<file path="config.mk">
export PLATFORM = sky130hd
export DESIGN_NAME = rlsc_top
export DESIGN_NICKNAME = d
export VERILOG_FILES = /design/src/common/rlsc_pkg.sv /design/src/logic/rlsc_top.sv
export SDC_FILE = /design/constraint.sdc
export NUM_CORES = 1
export LEC_CHECK = 0
export ABC_AREA = 0
export BUFFER_PORTS_ARGS = -buffer_cell sky130_fd_sc_hd__buf_4
export CORE_AREA = 2 2 201 164
export CTS_BUF_LIST = sky130_fd_sc_hd__clkbuf_8 sky130_fd_sc_hd__clkbuf_16
export DETAILED_ROUTE_END_ITERATION = 12
export DIE_AREA = 0 0 203 166
export PLACE_DENSITY = 0.7
export SLEW_MARGIN = 20
export SYNTH_ARGS = -nofsm -noshare
export SYNTH_HDL_FRONTEND = slang
export SYNTH_SLANG_ARGS = --single-unit
</file>
<file path="constraint.sdc">
create_clock -name pclk -period 2.5 [get_ports pclk]
set_input_delay 0.25 -clock pclk [delete_from_list [all_inputs] [get_ports pclk]]
set_output_delay 0.25 -clock pclk [all_outputs]
set_load 0.05 [all_outputs]
</file>
<file path="src/common/rlsc_pkg.sv">
// package for remote/local session control
// assumes one apb clock domain, 32-bit apb data
`default_nettype none
package rlsc_pkg;
  // ==========================================
  // register offsets
  localparam logic [7:0] RLSC_OFF_CTRL = 8'h00;
  localparam logic [7:0] RLSC_OFF_STATUS = 8'h04;
  localparam logic [7:0] RLSC_OFF_PORT = 8'h08;
  localparam logic [7:0] RLSC_OFF_GW_PEND = 8'h0c;
  localparam logic [7:0] RLSC_OFF_GW_ACT = 8'h10;
  localparam logic [7:0] RLSC_OFF_HWID_LO = 8'h14;
  localparam logic [7:0] RLSC_OFF_HWID_HI = 8'h18;
  localparam logic [7:0] RLSC_OFF_SERIAL = 8'h1c;
  localparam logic [7:0] RLSC_OFF_CMD = 8'h20;
  localparam logic [7:0] RLSC_OFF_MSGQ = 8'h24;
  // ==========================================
  // reset values and limits
  localparam logic [15:0] RLSC_PORT_DEFAULT = 16'h0da2;
  localparam logic [15:0] RLSC_PORT_MIN = 16'h0400;
  localparam logic [31:0] RLSC_GW_DEFAULT = 32'h0000_0000;
  localparam logic [17:0] RLSC_BAUD_MIN = 18'h0_012c;
  localparam logic [17:0] RLSC_BAUD_MAX = 18'h1_c200;
  localparam logic [17:0] RLSC_BAUD_DEFAULT = 18'h0_2580;
  localparam logic [3:0] RLSC_DATA_BITS_DEFAULT = 4'h8;
  localparam logic [1:0] RLSC_STOP_BITS_DEFAULT = 2'h1;
  localparam logic [1:0] RLSC_PARITY_DEFAULT = 2'h0;
  // ==========================================
  // field positions
  localparam int RLSC_CTRL_IF_LAN = 0;
  localparam int RLSC_CTRL_COMP_MODE = 1;
  localparam int RLSC_CTRL_GW_SEL = 2;
  localparam int RLSC_SER_BAUD_LSB = 0;
  localparam int RLSC_SER_DATA_LSB = 18;
  localparam int RLSC_SER_STOP_LSB = 22;
  localparam int RLSC_SER_PAR_LSB = 24;
  localparam int RLSC_ST_STATE_LSB = 0;
  localparam int RLSC_ST_SESS_LSB = 4;
  localparam int RLSC_ST_PANEL_EN = 8;
  localparam int RLSC_ST_MSG_PEND = 9;
  localparam int RLSC_ST_REJECTS_LSB = 16;
  // ==========================================
  // operating states
  typedef enum logic [3:0] {
    RLSC_LOCAL = 4'b0001,
    RLSC_REMOTE = 4'b0010,
    RLSC_LOCAL_LOCK = 4'b0100,
    RLSC_REMOTE_LOCK = 4'b1000
  } rlsc_op_t;
  // session states
  typedef enum logic [2:0] {
    RLSC_IDLE = 3'b001,
    RLSC_LISTEN = 3'b010,
    RLSC_CONNECTED = 3'b100
  } rlsc_sess_t;
  // state control commands, ascii words
  typedef enum logic [2:0] {
    RLSC_CMD_NONE = 3'h0,
    RLSC_CMD_REMOTE = 3'h1,
    RLSC_CMD_LOCAL = 3'h2,
    RLSC_CMD_LOCKOUT = 3'h3
  } rlsc_cmd_t;
  // network link events
  typedef struct packed {
    logic conn_req;
    logic client_close;
  } rlsc_net_in_t;
  typedef struct packed {
    logic listen;
    logic accept;
    logic reject;
    logic close;
    logic [15:0] port;
  } rlsc_net_out_t;
  // response path toward host
  typedef struct packed {
    logic valid;
    logic is_query;
    logic [7:0] data;
  } rlsc_resp_t;
endpackage
`default_nettype wire

</file>
<file path="src/logic/rlsc_top.sv">
// remote/local session control with apb registers
// assumes apb master on pclk; net, panel, resp inputs synchronous to pclk
`timescale 1ns/1ns
`default_nettype none
// Overview of operation
// - socket port resets to 3490 when no value configured
// - port writes outside 1024..65535 are dropped
// - new socket port drives the listener at once
// - port kept in nonvolatile store via restore inputs
// - gateway resets to zero, meaning no gateway
// - gateway change held pending until next power-up
// - off-network hosts are routed through the active gateway
// - hardware identifier is read only
// - selecting network interface starts listening on configured port
// - further connection requests rejected while a client is connected
// - leaving network interface closes the open session
// - client close returns to listening, network stays selected
// - local state accepts panel and executes remote commands
// - local goes remote on remote command, lockout on lockout command
// - remote command over serial or network enters remote
// - local lockout goes to remote lockout on remote command
// - remote ignores panel except release key; key or local gives local
// - remote lockout ignores every panel control incl release key
// - remote lockout plus local command goes to local lockout
// - command words decoded without regard to letter case
// - serial acts as terminal side, baud 300 to 115200
// - terminal mode returns responses and messages immediately
// - computer mode returns queries only, messages queued until read
// - serial defaults 9600 baud, 8 data, 1 stop, no parity
module rlsc_top #(
  parameter logic [47:0] HW_ID = 48'h0200_0000_0001, // arbitrary value
  parameter int MSGQ_DEPTH = 8
) (
  input wire logic pclk,
  input wire logic presetn,
  input wire logic psel,
  input wire logic penable,
  input wire logic pwrite,
  input wire logic [7:0] paddr,
  input wire logic [31:0] pwdata,
  output logic pready,
  output logic [31:0] prdata,
  output logic pslverr,
  input wire logic nv_valid,
  input wire logic [15:0] nv_port,
  input wire logic [31:0] nv_gateway,
  output logic nv_port_wr,
  output logic [15:0] nv_port_data,
  input wire logic cmd_valid,
  input wire logic [7:0] cmd_char,
  input wire logic key_release,
  input wire logic panel_evt,
  input wire rlsc_pkg::rlsc_net_in_t net_in,
  output rlsc_pkg::rlsc_net_out_t net_out,
  input wire logic [31:0] host_addr,
  input wire logic [31:0] own_addr,
  input wire logic [31:0] net_mask,
  output logic [31:0] next_hop,
  input wire rlsc_pkg::rlsc_resp_t resp_in,
  output rlsc_pkg::rlsc_resp_t resp_out,
  output logic panel_accept,
  output logic terminal_side_serial_role
);
  import rlsc_pkg::*;
  // ==========================================
  // declarations
  rlsc_op_t op_reg;
  rlsc_sess_t sess_reg;
  logic [15:0] port_reg;
  logic [31:0] gw_pend_reg;
  logic [31:0] gw_act_reg;
  logic [25:0] serial_reg;
  logic if_lan_reg;
  logic comp_mode_reg;
  logic [15:0] rejects_reg;
  logic [55:0] word_reg;
  rlsc_cmd_t cmd_d;
  logic wr_en;
  logic rd_en;
  logic [7:0] msgq_mem [MSGQ_DEPTH];
  logic [$clog2(MSGQ_DEPTH+1)-1:0] msgq_cnt_reg;
  logic [$clog2(MSGQ_DEPTH)-1:0] msgq_rd_reg;
  logic [$clog2(MSGQ_DEPTH)-1:0] msgq_wr_reg;
  logic msg_push;
  logic msg_pop;
  logic [31:0] rd_data;
  logic [17:0] baud_w;

  // ==========================================
  // helpers
  function automatic logic [7:0] to_upper(input logic [7:0] c);
    if (c >= 8'h61 && c <= 8'h7a)
    begin
      return c - 8'h20;
    end
    return c;
  endfunction

  function automatic logic is_term(input logic [7:0] c);
    return (c == 8'h0d) || (c == 8'h0a) || (c == 8'h3b) || (c == 8'h20);
  endfunction

  // ==========================================
  // apb slave
  assign pready = 1'b1;
  assign wr_en = psel && penable && pwrite;
  assign rd_en = psel && penable && !pwrite;
  assign pslverr = 1'b0;
  assign baud_w = pwdata[RLSC_SER_BAUD_LSB +: 18];

  always_ff @(posedge pclk or negedge presetn)
  begin
    if (!presetn)
    begin
      port_reg <= RLSC_PORT_DEFAULT;
    end
    else if (nv_valid)
    begin
      if (nv_port >= RLSC_PORT_MIN)
      begin
        port_reg <= nv_port;
      end
    end
    else if (wr_en && paddr == RLSC_OFF_PORT && pwdata[31:16] == 16'h0000 && pwdata[15:0] >= RLSC_PORT_MIN)
    begin
      port_reg <= pwdata[15:0];
    end
  end

  assign nv_port_wr = wr_en && !nv_valid && paddr == RLSC_OFF_PORT && pwdata[31:16] == 16'h0000
    && pwdata[15:0] >= RLSC_PORT_MIN;
  assign nv_port_data = pwdata[15:0];

  always_ff @(posedge pclk or negedge presetn)
  begin
    if (!presetn)
    begin
      gw_pend_reg <= RLSC_GW_DEFAULT;
    end
    else if (nv_valid)
    begin
      gw_pend_reg <= nv_gateway;
    end
    else if (wr_en && paddr == RLSC_OFF_GW_PEND)
    begin
      gw_pend_reg <= pwdata;
    end
  end

  // active gateway loads only on power-up restore
  always_ff @(posedge pclk or negedge presetn)
  begin
    if (!presetn)
    begin
      gw_act_reg <= RLSC_GW_DEFAULT;
    end
    else if (nv_valid)
    begin
      gw_act_reg <= nv_gateway;
    end
  end

  // off-network hosts via gateway, zero means none
  assign next_hop = (((host_addr ^ own_addr) & net_mask) != 32'h0000_0000 && gw_act_reg != RLSC_GW_DEFAULT)
    ? gw_act_reg : host_addr;

  always_ff @(posedge pclk or negedge presetn)
  begin
    if (!presetn)
    begin
      if_lan_reg <= 1'b0;
      comp_mode_reg <= 1'b1;
    end
    else if (wr_en && paddr == RLSC_OFF_CTRL)
    begin
      if_lan_reg <= pwdata[RLSC_CTRL_IF_LAN];
      comp_mode_reg <= pwdata[RLSC_CTRL_COMP_MODE];
    end
  end

  always_ff @(posedge pclk or negedge presetn)
  begin
    if (!presetn)
    begin
      serial_reg <= {RLSC_PARITY_DEFAULT, RLSC_STOP_BITS_DEFAULT, RLSC_DATA_BITS_DEFAULT,
        RLSC_BAUD_DEFAULT};
    end
    else if (wr_en && paddr == RLSC_OFF_SERIAL && baud_w >= RLSC_BAUD_MIN && baud_w <= RLSC_BAUD_MAX)
    begin
      serial_reg <= pwdata[25:0];
    end
  end

  assign terminal_side_serial_role = 1'b1;

  // ==========================================
  // command word decoder, last seven characters of the word
  always_ff @(posedge pclk or negedge presetn)
  begin
    if (!presetn)
    begin
      word_reg <= 56'h00_0000_0000_0000;
    end
    else if (cmd_valid)
    begin
      word_reg <= is_term(cmd_char) ? 56'h00_0000_0000_0000 : {word_reg[47:0], to_upper(cmd_char)};
    end
  end

  always_comb
  begin
    cmd_d = RLSC_CMD_NONE;
    if (cmd_valid && is_term(cmd_char))
    begin
      case (word_reg)
        56'h00_5245_4d4f_5445: cmd_d = RLSC_CMD_REMOTE;
        56'h00_004c_4f43_414c: cmd_d = RLSC_CMD_LOCAL;
        56'h4c_4f43_4b4f_5554: cmd_d = RLSC_CMD_LOCKOUT;
        default: cmd_d = RLSC_CMD_NONE;
      endcase
    end
  end

  // ==========================================
  // operating state machine

  always_ff @(posedge pclk or negedge presetn)
  begin
    if (!presetn)
    begin
      op_reg <= RLSC_LOCAL;
    end
    else
    begin
      unique case (op_reg)
        RLSC_LOCAL:
          if (cmd_d == RLSC_CMD_REMOTE)
            op_reg <= RLSC_REMOTE;
          else if (cmd_d == RLSC_CMD_LOCKOUT)
            op_reg <= RLSC_LOCAL_LOCK;
        RLSC_REMOTE:
          if (cmd_d == RLSC_CMD_LOCAL || key_release)
            op_reg <= RLSC_LOCAL;
          else if (cmd_d == RLSC_CMD_LOCKOUT)
            op_reg <= RLSC_REMOTE_LOCK;
        RLSC_LOCAL_LOCK:
          if (cmd_d == RLSC_CMD_REMOTE)
            op_reg <= RLSC_REMOTE_LOCK;
          else if (cmd_d == RLSC_CMD_LOCAL)
            op_reg <= RLSC_LOCAL;
        RLSC_REMOTE_LOCK:
          if (cmd_d == RLSC_CMD_LOCAL)
            op_reg <= RLSC_LOCAL_LOCK;
        default: op_reg <= RLSC_LOCAL;
      endcase
    end
  end

  assign panel_accept = panel_evt && (op_reg == RLSC_LOCAL || op_reg == RLSC_LOCAL_LOCK);

  // ==========================================
  // socket session
  always_ff @(posedge pclk or negedge presetn)
  begin
    if (!presetn)
    begin
      sess_reg <= RLSC_IDLE;
    end
    else
    begin
      unique case (sess_reg)
        RLSC_IDLE:
          if (if_lan_reg)
            sess_reg <= RLSC_LISTEN;
        RLSC_LISTEN:
          if (!if_lan_reg)
            sess_reg <= RLSC_IDLE;
          else if (net_in.conn_req)
            sess_reg <= RLSC_CONNECTED;
        RLSC_CONNECTED:
          if (!if_lan_reg)
            sess_reg <= RLSC_IDLE;
          else if (net_in.client_close)
            sess_reg <= RLSC_LISTEN;
        default: sess_reg <= RLSC_IDLE;
      endcase
    end
  end

  always_ff @(posedge pclk or negedge presetn)
  begin
    if (!presetn)
    begin
      rejects_reg <= 16'h0000;
    end
    else if (sess_reg == RLSC_CONNECTED && net_in.conn_req && rejects_reg != 16'hffff)
    begin
      rejects_reg <= rejects_reg + 16'h0001;
    end
  end

  always_comb
  begin
    net_out.listen = (sess_reg == RLSC_LISTEN);
    net_out.accept = (sess_reg == RLSC_LISTEN) && if_lan_reg && net_in.conn_req;
    net_out.reject = (sess_reg == RLSC_CONNECTED) && net_in.conn_req;
    net_out.close = (sess_reg == RLSC_CONNECTED) && !if_lan_reg;
    net_out.port = port_reg;
  end

  // ==========================================
  // response routing and message queue
  assign msg_push = resp_in.valid && !resp_in.is_query && comp_mode_reg
    && msgq_cnt_reg != MSGQ_DEPTH[$bits(msgq_cnt_reg)-1:0];
  assign msg_pop = rd_en && paddr == RLSC_OFF_MSGQ && msgq_cnt_reg != '0;

  always_ff @(posedge pclk or negedge presetn)
  begin
    if (!presetn)
    begin
      msgq_cnt_reg <= '0;
      msgq_rd_reg <= '0;
      msgq_wr_reg <= '0;
    end
    else
    begin
      if (msg_push)
        msgq_wr_reg <= msgq_wr_reg + 1'b1;
      if (msg_pop)
        msgq_rd_reg <= msgq_rd_reg + 1'b1;
      if (msg_push && !msg_pop)
        msgq_cnt_reg <= msgq_cnt_reg + 1'b1;
      else if (msg_pop && !msg_push)
        msgq_cnt_reg <= msgq_cnt_reg - 1'b1;
    end
  end

  always_ff @(posedge pclk)
  begin
    if (msg_push)
    begin
      msgq_mem[msgq_wr_reg] <= resp_in.data;
    end
  end

  always_ff @(posedge pclk or negedge presetn)
  begin
    if (!presetn)
    begin
      resp_out <= '0;
    end
    else
    begin
      resp_out.valid <= resp_in.valid && (!comp_mode_reg || resp_in.is_query);
      resp_out.is_query <= resp_in.is_query;
      resp_out.data <= resp_in.data;
    end
  end

  // ==========================================
  // read mux
  always_comb
  begin
    rd_data = 32'h0000_0000;
    unique case (paddr)
      RLSC_OFF_CTRL: rd_data = {30'h0000_0000, comp_mode_reg, if_lan_reg};
      RLSC_OFF_STATUS: rd_data = {rejects_reg, 6'h00, msgq_cnt_reg != '0, panel_accept | (op_reg[0] | op_reg[2]),
        1'b0, sess_reg, op_reg};
      RLSC_OFF_PORT: rd_data = {16'h0000, port_reg};
      RLSC_OFF_GW_PEND: rd_data = gw_pend_reg;
      RLSC_OFF_GW_ACT: rd_data = gw_act_reg;
      RLSC_OFF_HWID_LO: rd_data = HW_ID[31:0];
      RLSC_OFF_HWID_HI: rd_data = {16'h0000, HW_ID[47:32]};
      RLSC_OFF_SERIAL: rd_data = {6'h00, serial_reg};
      RLSC_OFF_MSGQ: rd_data = {24'h00_0000, msgq_mem[msgq_rd_reg]};
      default: rd_data = 32'h0000_0000;
    endcase
  end

  always_ff @(posedge pclk or negedge presetn)
  begin
    if (!presetn)
    begin
      prdata <= 32'h0000_0000;
    end
    else if (psel && !penable && !pwrite)
    begin
      prdata <= rd_data;
    end
  end
endmodule
`default_nettype wire

</file>
==> flow_metrics.env <==
export IMPL_outcome="finished with violations"
export IMPL_failed_checks="negative setup slack"
export IMPL_fp_dieArea_um2=33700
export IMPL_drc_errors=0
export IMPL_port_buffer_count=324
export IMPL_numCtsBuffers=34
export IMPL_vdd_ir_drop_worst_v=0.0005951
export IMPL_timing_critical_path_slowest_cell_delay_ns=0.40
export IMPL_worstPathArrival_ns=2.41
export IMPL_gp_congestion=0.9105
export IMPL_finish_utilization_pct=62.58
export IMPL_total_power_mw=12.92
export IMPL_final_net_count=1938
export IMPL_initial_antenna_violation_count=3
export IMPL_ant_nets=0
export IMPL_die_height_um=166
export IMPL_clock_tree_buffer_depth=3
export IMPL_final_critical_path_setup_slack_ns=-0.1636
export IMPL_crit_required_ns=2.25
export IMPL_cellPowerDensity_nw_per_um2=649.0
export IMPL_most_repeated_cell_in_the_gate_level_netlist_after_synthesis="sky130_fd_sc_hd__dfrtp_1"
export IMPL_io_pin_count=328
export IMPL_path_common_cell="sky130_fd_sc_hd__nor2_2"
export IMPL_worstSetupPathType="flop to primary output"
export IMPL_critPathLaunchType="flop"
export IMPL_synth_sequential_area_ratio_pct=53.99
export IMPL_synthesis_area_um2=14670
export IMPL_sequentialPowerShare_pct=43.2
export IMPL_grt_setup_unrepaired="yes"
export IMPL_route_vias_total=12090
export IMPL_stdcell_area_um2=19910
export IMPL_grt_remaining_overflow=0
export IMPL_crit_slowest_cell="sky130_fd_sc_hd__dfrtp_1"
export IMPL_largest_register_ff_count=64
export IMPL_leakage_nw=9.141
export IMPL_max_slew_margin_pct=33.01
export IMPL_synthesis_warning_total=0
export IMPL_wl_um=47860
export IMPL_dp_cells=2060
export IMPL_min_period_ns=2.664
export IMPL_drv_cap=0
export IMPL_max_slew_worst_pin_slew_ns=1.005
export IMPL_detail_route_iter0_violations=994
export IMPL_postSynthRegisterBits=303
export IMPL_vias_in_the_first_global_route=12075
export IMPL_post_dp_cell_area_um2=17950
export IMPL_switching_share_pct=26.50
export IMPL_period_utilization_pct=106.5
export IMPL_post_route_cells_drive_above_1_share_pct=33.76
export IMPL_clock_tree_from_tritoncts="built"
export IMPL_worstSkewPairLatency_ns=0.52
export IMPL_clk_pin_slew_ns=0.06
export IMPL_setup_viol=32
export IMPL_synth_area_leaders="sky130_fd_sc_hd__dfrtp_1 38%, sky130_fd_sc_hd__edfxtp_1 13%, sky130_fd_sc_hd__mux2i_1 4.0%"
export IMPL_max_freq_mhz=375.4
export IMPL_synth_avg_cell_area_um2=11.13
export IMPL_route_detailed_vias_per_inst=5.577
export IMPL_skew_ns=0.02493
export IMPL_h_tree_depth=2
export IMPL_start_util_pct=46.12
export IMPL_netlist_instances=1318
export IMPL_crit_chain="nor4_4 -> buf_4 -> nand4_1 -> nor2_2 -> nor2_2 -> clkbuf_16 -> mux2_2 -> buf_6"
export IMPL_pwr_share_comb_pct=14.7
export IMPL_layout_area_overhead_vs_synth_pct=35.70
export IMPL_first_pass_iters=6
export IMPL_finalHoldWorstSlack_ns=0.02151
export IMPL_dp_final_hpwl_um=34950
export IMPL_design_core_area_um2=31820
export IMPL_dominantRegCellSynth="sky130_fd_sc_hd__dfrtp_1"
export IMPL_finish_cell_count_without_fillers=2168
export IMPL_clk_root_buffer_cell="sky130_fd_sc_hd__clkbuf_16"
export IMPL_synth_area_leader_cell="sky130_fd_sc_hd__dfrtp_1"
export IMPL_hold_viol=0
export IMPL_asyncSetResetFlopFracSynth_pct=78.88
export IMPL_row_count=59
export IMPL_grt_use_total_pct=27.96
export IMPL_worstHoldPathType="input port to flop"
export IMPL_grt_first_pass_wirelength_um=71880
export IMPL_post_synth_most_frequent_cells="224 x sky130_fd_sc_hd__dfrtp_1, 136 x sky130_fd_sc_hd__nand2_1, 103 x sky130_fd_sc_hd__inv_1, 103 x sky130_fd_sc_hd__o21ai_0, 64 x sky130_fd_sc_hd__edfxtp_1"
export IMPL_synth_enable_flop_cells=64
export IMPL_ys_types=68
export IMPL_power_switching_mw=3.424
export IMPL_pin_count_of_the_biggest_net_entering_global_routing=113
export IMPL_die_width_um=203
export IMPL_clk_network_pwr_share_pct=42.0
export IMPL_clock_sinks=303
export IMPL_wire_per_inst_um=22.08
export IMPL_synthDominantCellAreaShare_pct=38.20
export IMPL_endpoint_kind="primary output"
export IMPL_critPathMaxFanout=16
export IMPL_p_int_mw=9.497
export IMPL_final_max_slew_viol_count=0
cells by family (layout without fill, tap and decap cells):
kind of cell             after synthesis  count (layout)  synth area share, %
AND/OR/NAND/NOR                      314             314                10.89
AO/OA/AOI/OAI                        304             304                13.30
flip-flops                           303             303                53.99
buffers and inverters                189             609                5.475
multiplexers                         139             139                11.94
XOR/XNOR                              55              55                3.283
adder cells (fa/ha/maj)               12              12                1.074
other                                  2               5              0.05118
stage by stage:
step	setup slack (ns)	TNS [ns]
4_1_cts	-0.2432	-6.987
3_5_place_dp	-0.3462	-0.8831
2_1_floorplan	-0.07278	-0.07278
3_3_place_gp	-0.2386	-0.3340
6_report	-0.1636	-4.696
5_1_grt	-0.2682	-8.099
timing repair:
action	4_1_cts	5_1_grt
pin swaps	2	10
endpoints found under the setup margin	35	36
buffers inserted	0	1
resized for setup	42	19
endpoints found under the hold margin	170	0
gates cloned	1	0
hold buffers	42	0
metal layers:
layer	wire, um	up-vias	GRT usage (%)
met1	19170	5969	35.42
met3	3192	97	5.357
li1	-	5561	-
met5	0	-	0
met4	2012	0	12.03
met2	23490	463	46.96
cell usage in the layout, fill, tap and decap left out, types with 7 or more instances in the layout:
cell	Yosys	final
sky130_fd_sc_hd__a21oi_1	42	42
sky130_fd_sc_hd__mux2_2	46	46
sky130_fd_sc_hd__and3_1	7	7
sky130_fd_sc_hd__xor2_1	42	42
sky130_fd_sc_hd__ha_1	11	9
sky130_fd_sc_hd__dfrtp_1	224	224
sky130_fd_sc_hd__clkbuf_16	0	36
sky130_fd_sc_hd__dlygate4sd3_1	0	42
sky130_fd_sc_hd__a21boi_0	11	11
sky130_fd_sc_hd__a222oi_1	17	17
sky130_fd_sc_hd__dfstp_2	15	15
sky130_fd_sc_hd__nor2_1	48	46
sky130_fd_sc_hd__o22ai_1	59	59
sky130_fd_sc_hd__nand3_1	18	17
sky130_fd_sc_hd__nor4_1	26	14
sky130_fd_sc_hd__xnor2_1	13	13
sky130_fd_sc_hd__nand2_1	136	135
sky130_fd_sc_hd__buf_12	0	9
sky130_fd_sc_hd__a22oi_1	28	28
sky130_fd_sc_hd__o21ai_0	103	101
sky130_fd_sc_hd__a22o_1	14	14
sky130_fd_sc_hd__mux2_4	18	18
sky130_fd_sc_hd__buf_6	2	32
sky130_fd_sc_hd__mux4_2	17	17
sky130_fd_sc_hd__nand4_1	19	19
sky130_fd_sc_hd__nor4_2	0	10
sky130_fd_sc_hd__nor3_1	9	8
sky130_fd_sc_hd__mux2i_1	58	58
sky130_fd_sc_hd__buf_4	19	359
sky130_fd_sc_hd__edfxtp_1	64	64
sky130_fd_sc_hd__inv_1	103	108
worst max-delay path, delay by kind of cell, from the launching register on:
kind                   cells  cell delay, ns
buffers and inverters      3            0.54
flip-flops                 1            0.40
multiplexers               1            0.29
AND/OR/NAND/NOR            4            0.67
final timing paths:
kind	start	endpoint	slack, ns	depth (start not counted)
worst max register to register	word_reg[40]	op_reg[2]	0.12	10
worst min register to register	prdata[4]	prdata[4]	0.48	2
worst max-delay path	gw_act_reg[12]	next_hop[4]	-0.16	8
worst min-delay path	nv_gateway[15]	gw_act_reg[15]	0.02	3
max in group asynchronous	presetn	serial_reg[22]	1.52	3
min in group asynchronous	presetn	resp_out[6]	0.20	2
power groups by stage:
| stage | Clock (mW) | Combinational (mW) | Sequential, mW |
|---|---|---|---|
| finish | 5.43 | 1.90 | 5.59 |
| global route | 5.74 | 2.05 | 5.62 |
| detailed placement | 0 | 1.79 | 5.66 |
| floorplan | 0 | 0.824 | 5.71 |
| CTS | 5.52 | 1.89 | 5.58 |
| global placement | 0 | 1.75 | 5.65 |
cell type report:
| cell class | instances | area, um2 |
|---|---|---|
| Clock buffer | 41 | 958.4 |
| Timing Repair Buffer | 444 | 3696 |
| Inverter | 103 | 386.6 |
| Clock inverter | 21 | 274.0 |
| Antenna cell | 2 | 5.005 |
| Tap cell | 427 | 534.3 |
| Multi-Input combinational cell | 827 | 6135 |
| Fill cell | 2520 | 11910 |
| Sequential cell | 303 | 7921 |
Power figures use the tool's default switching activity.
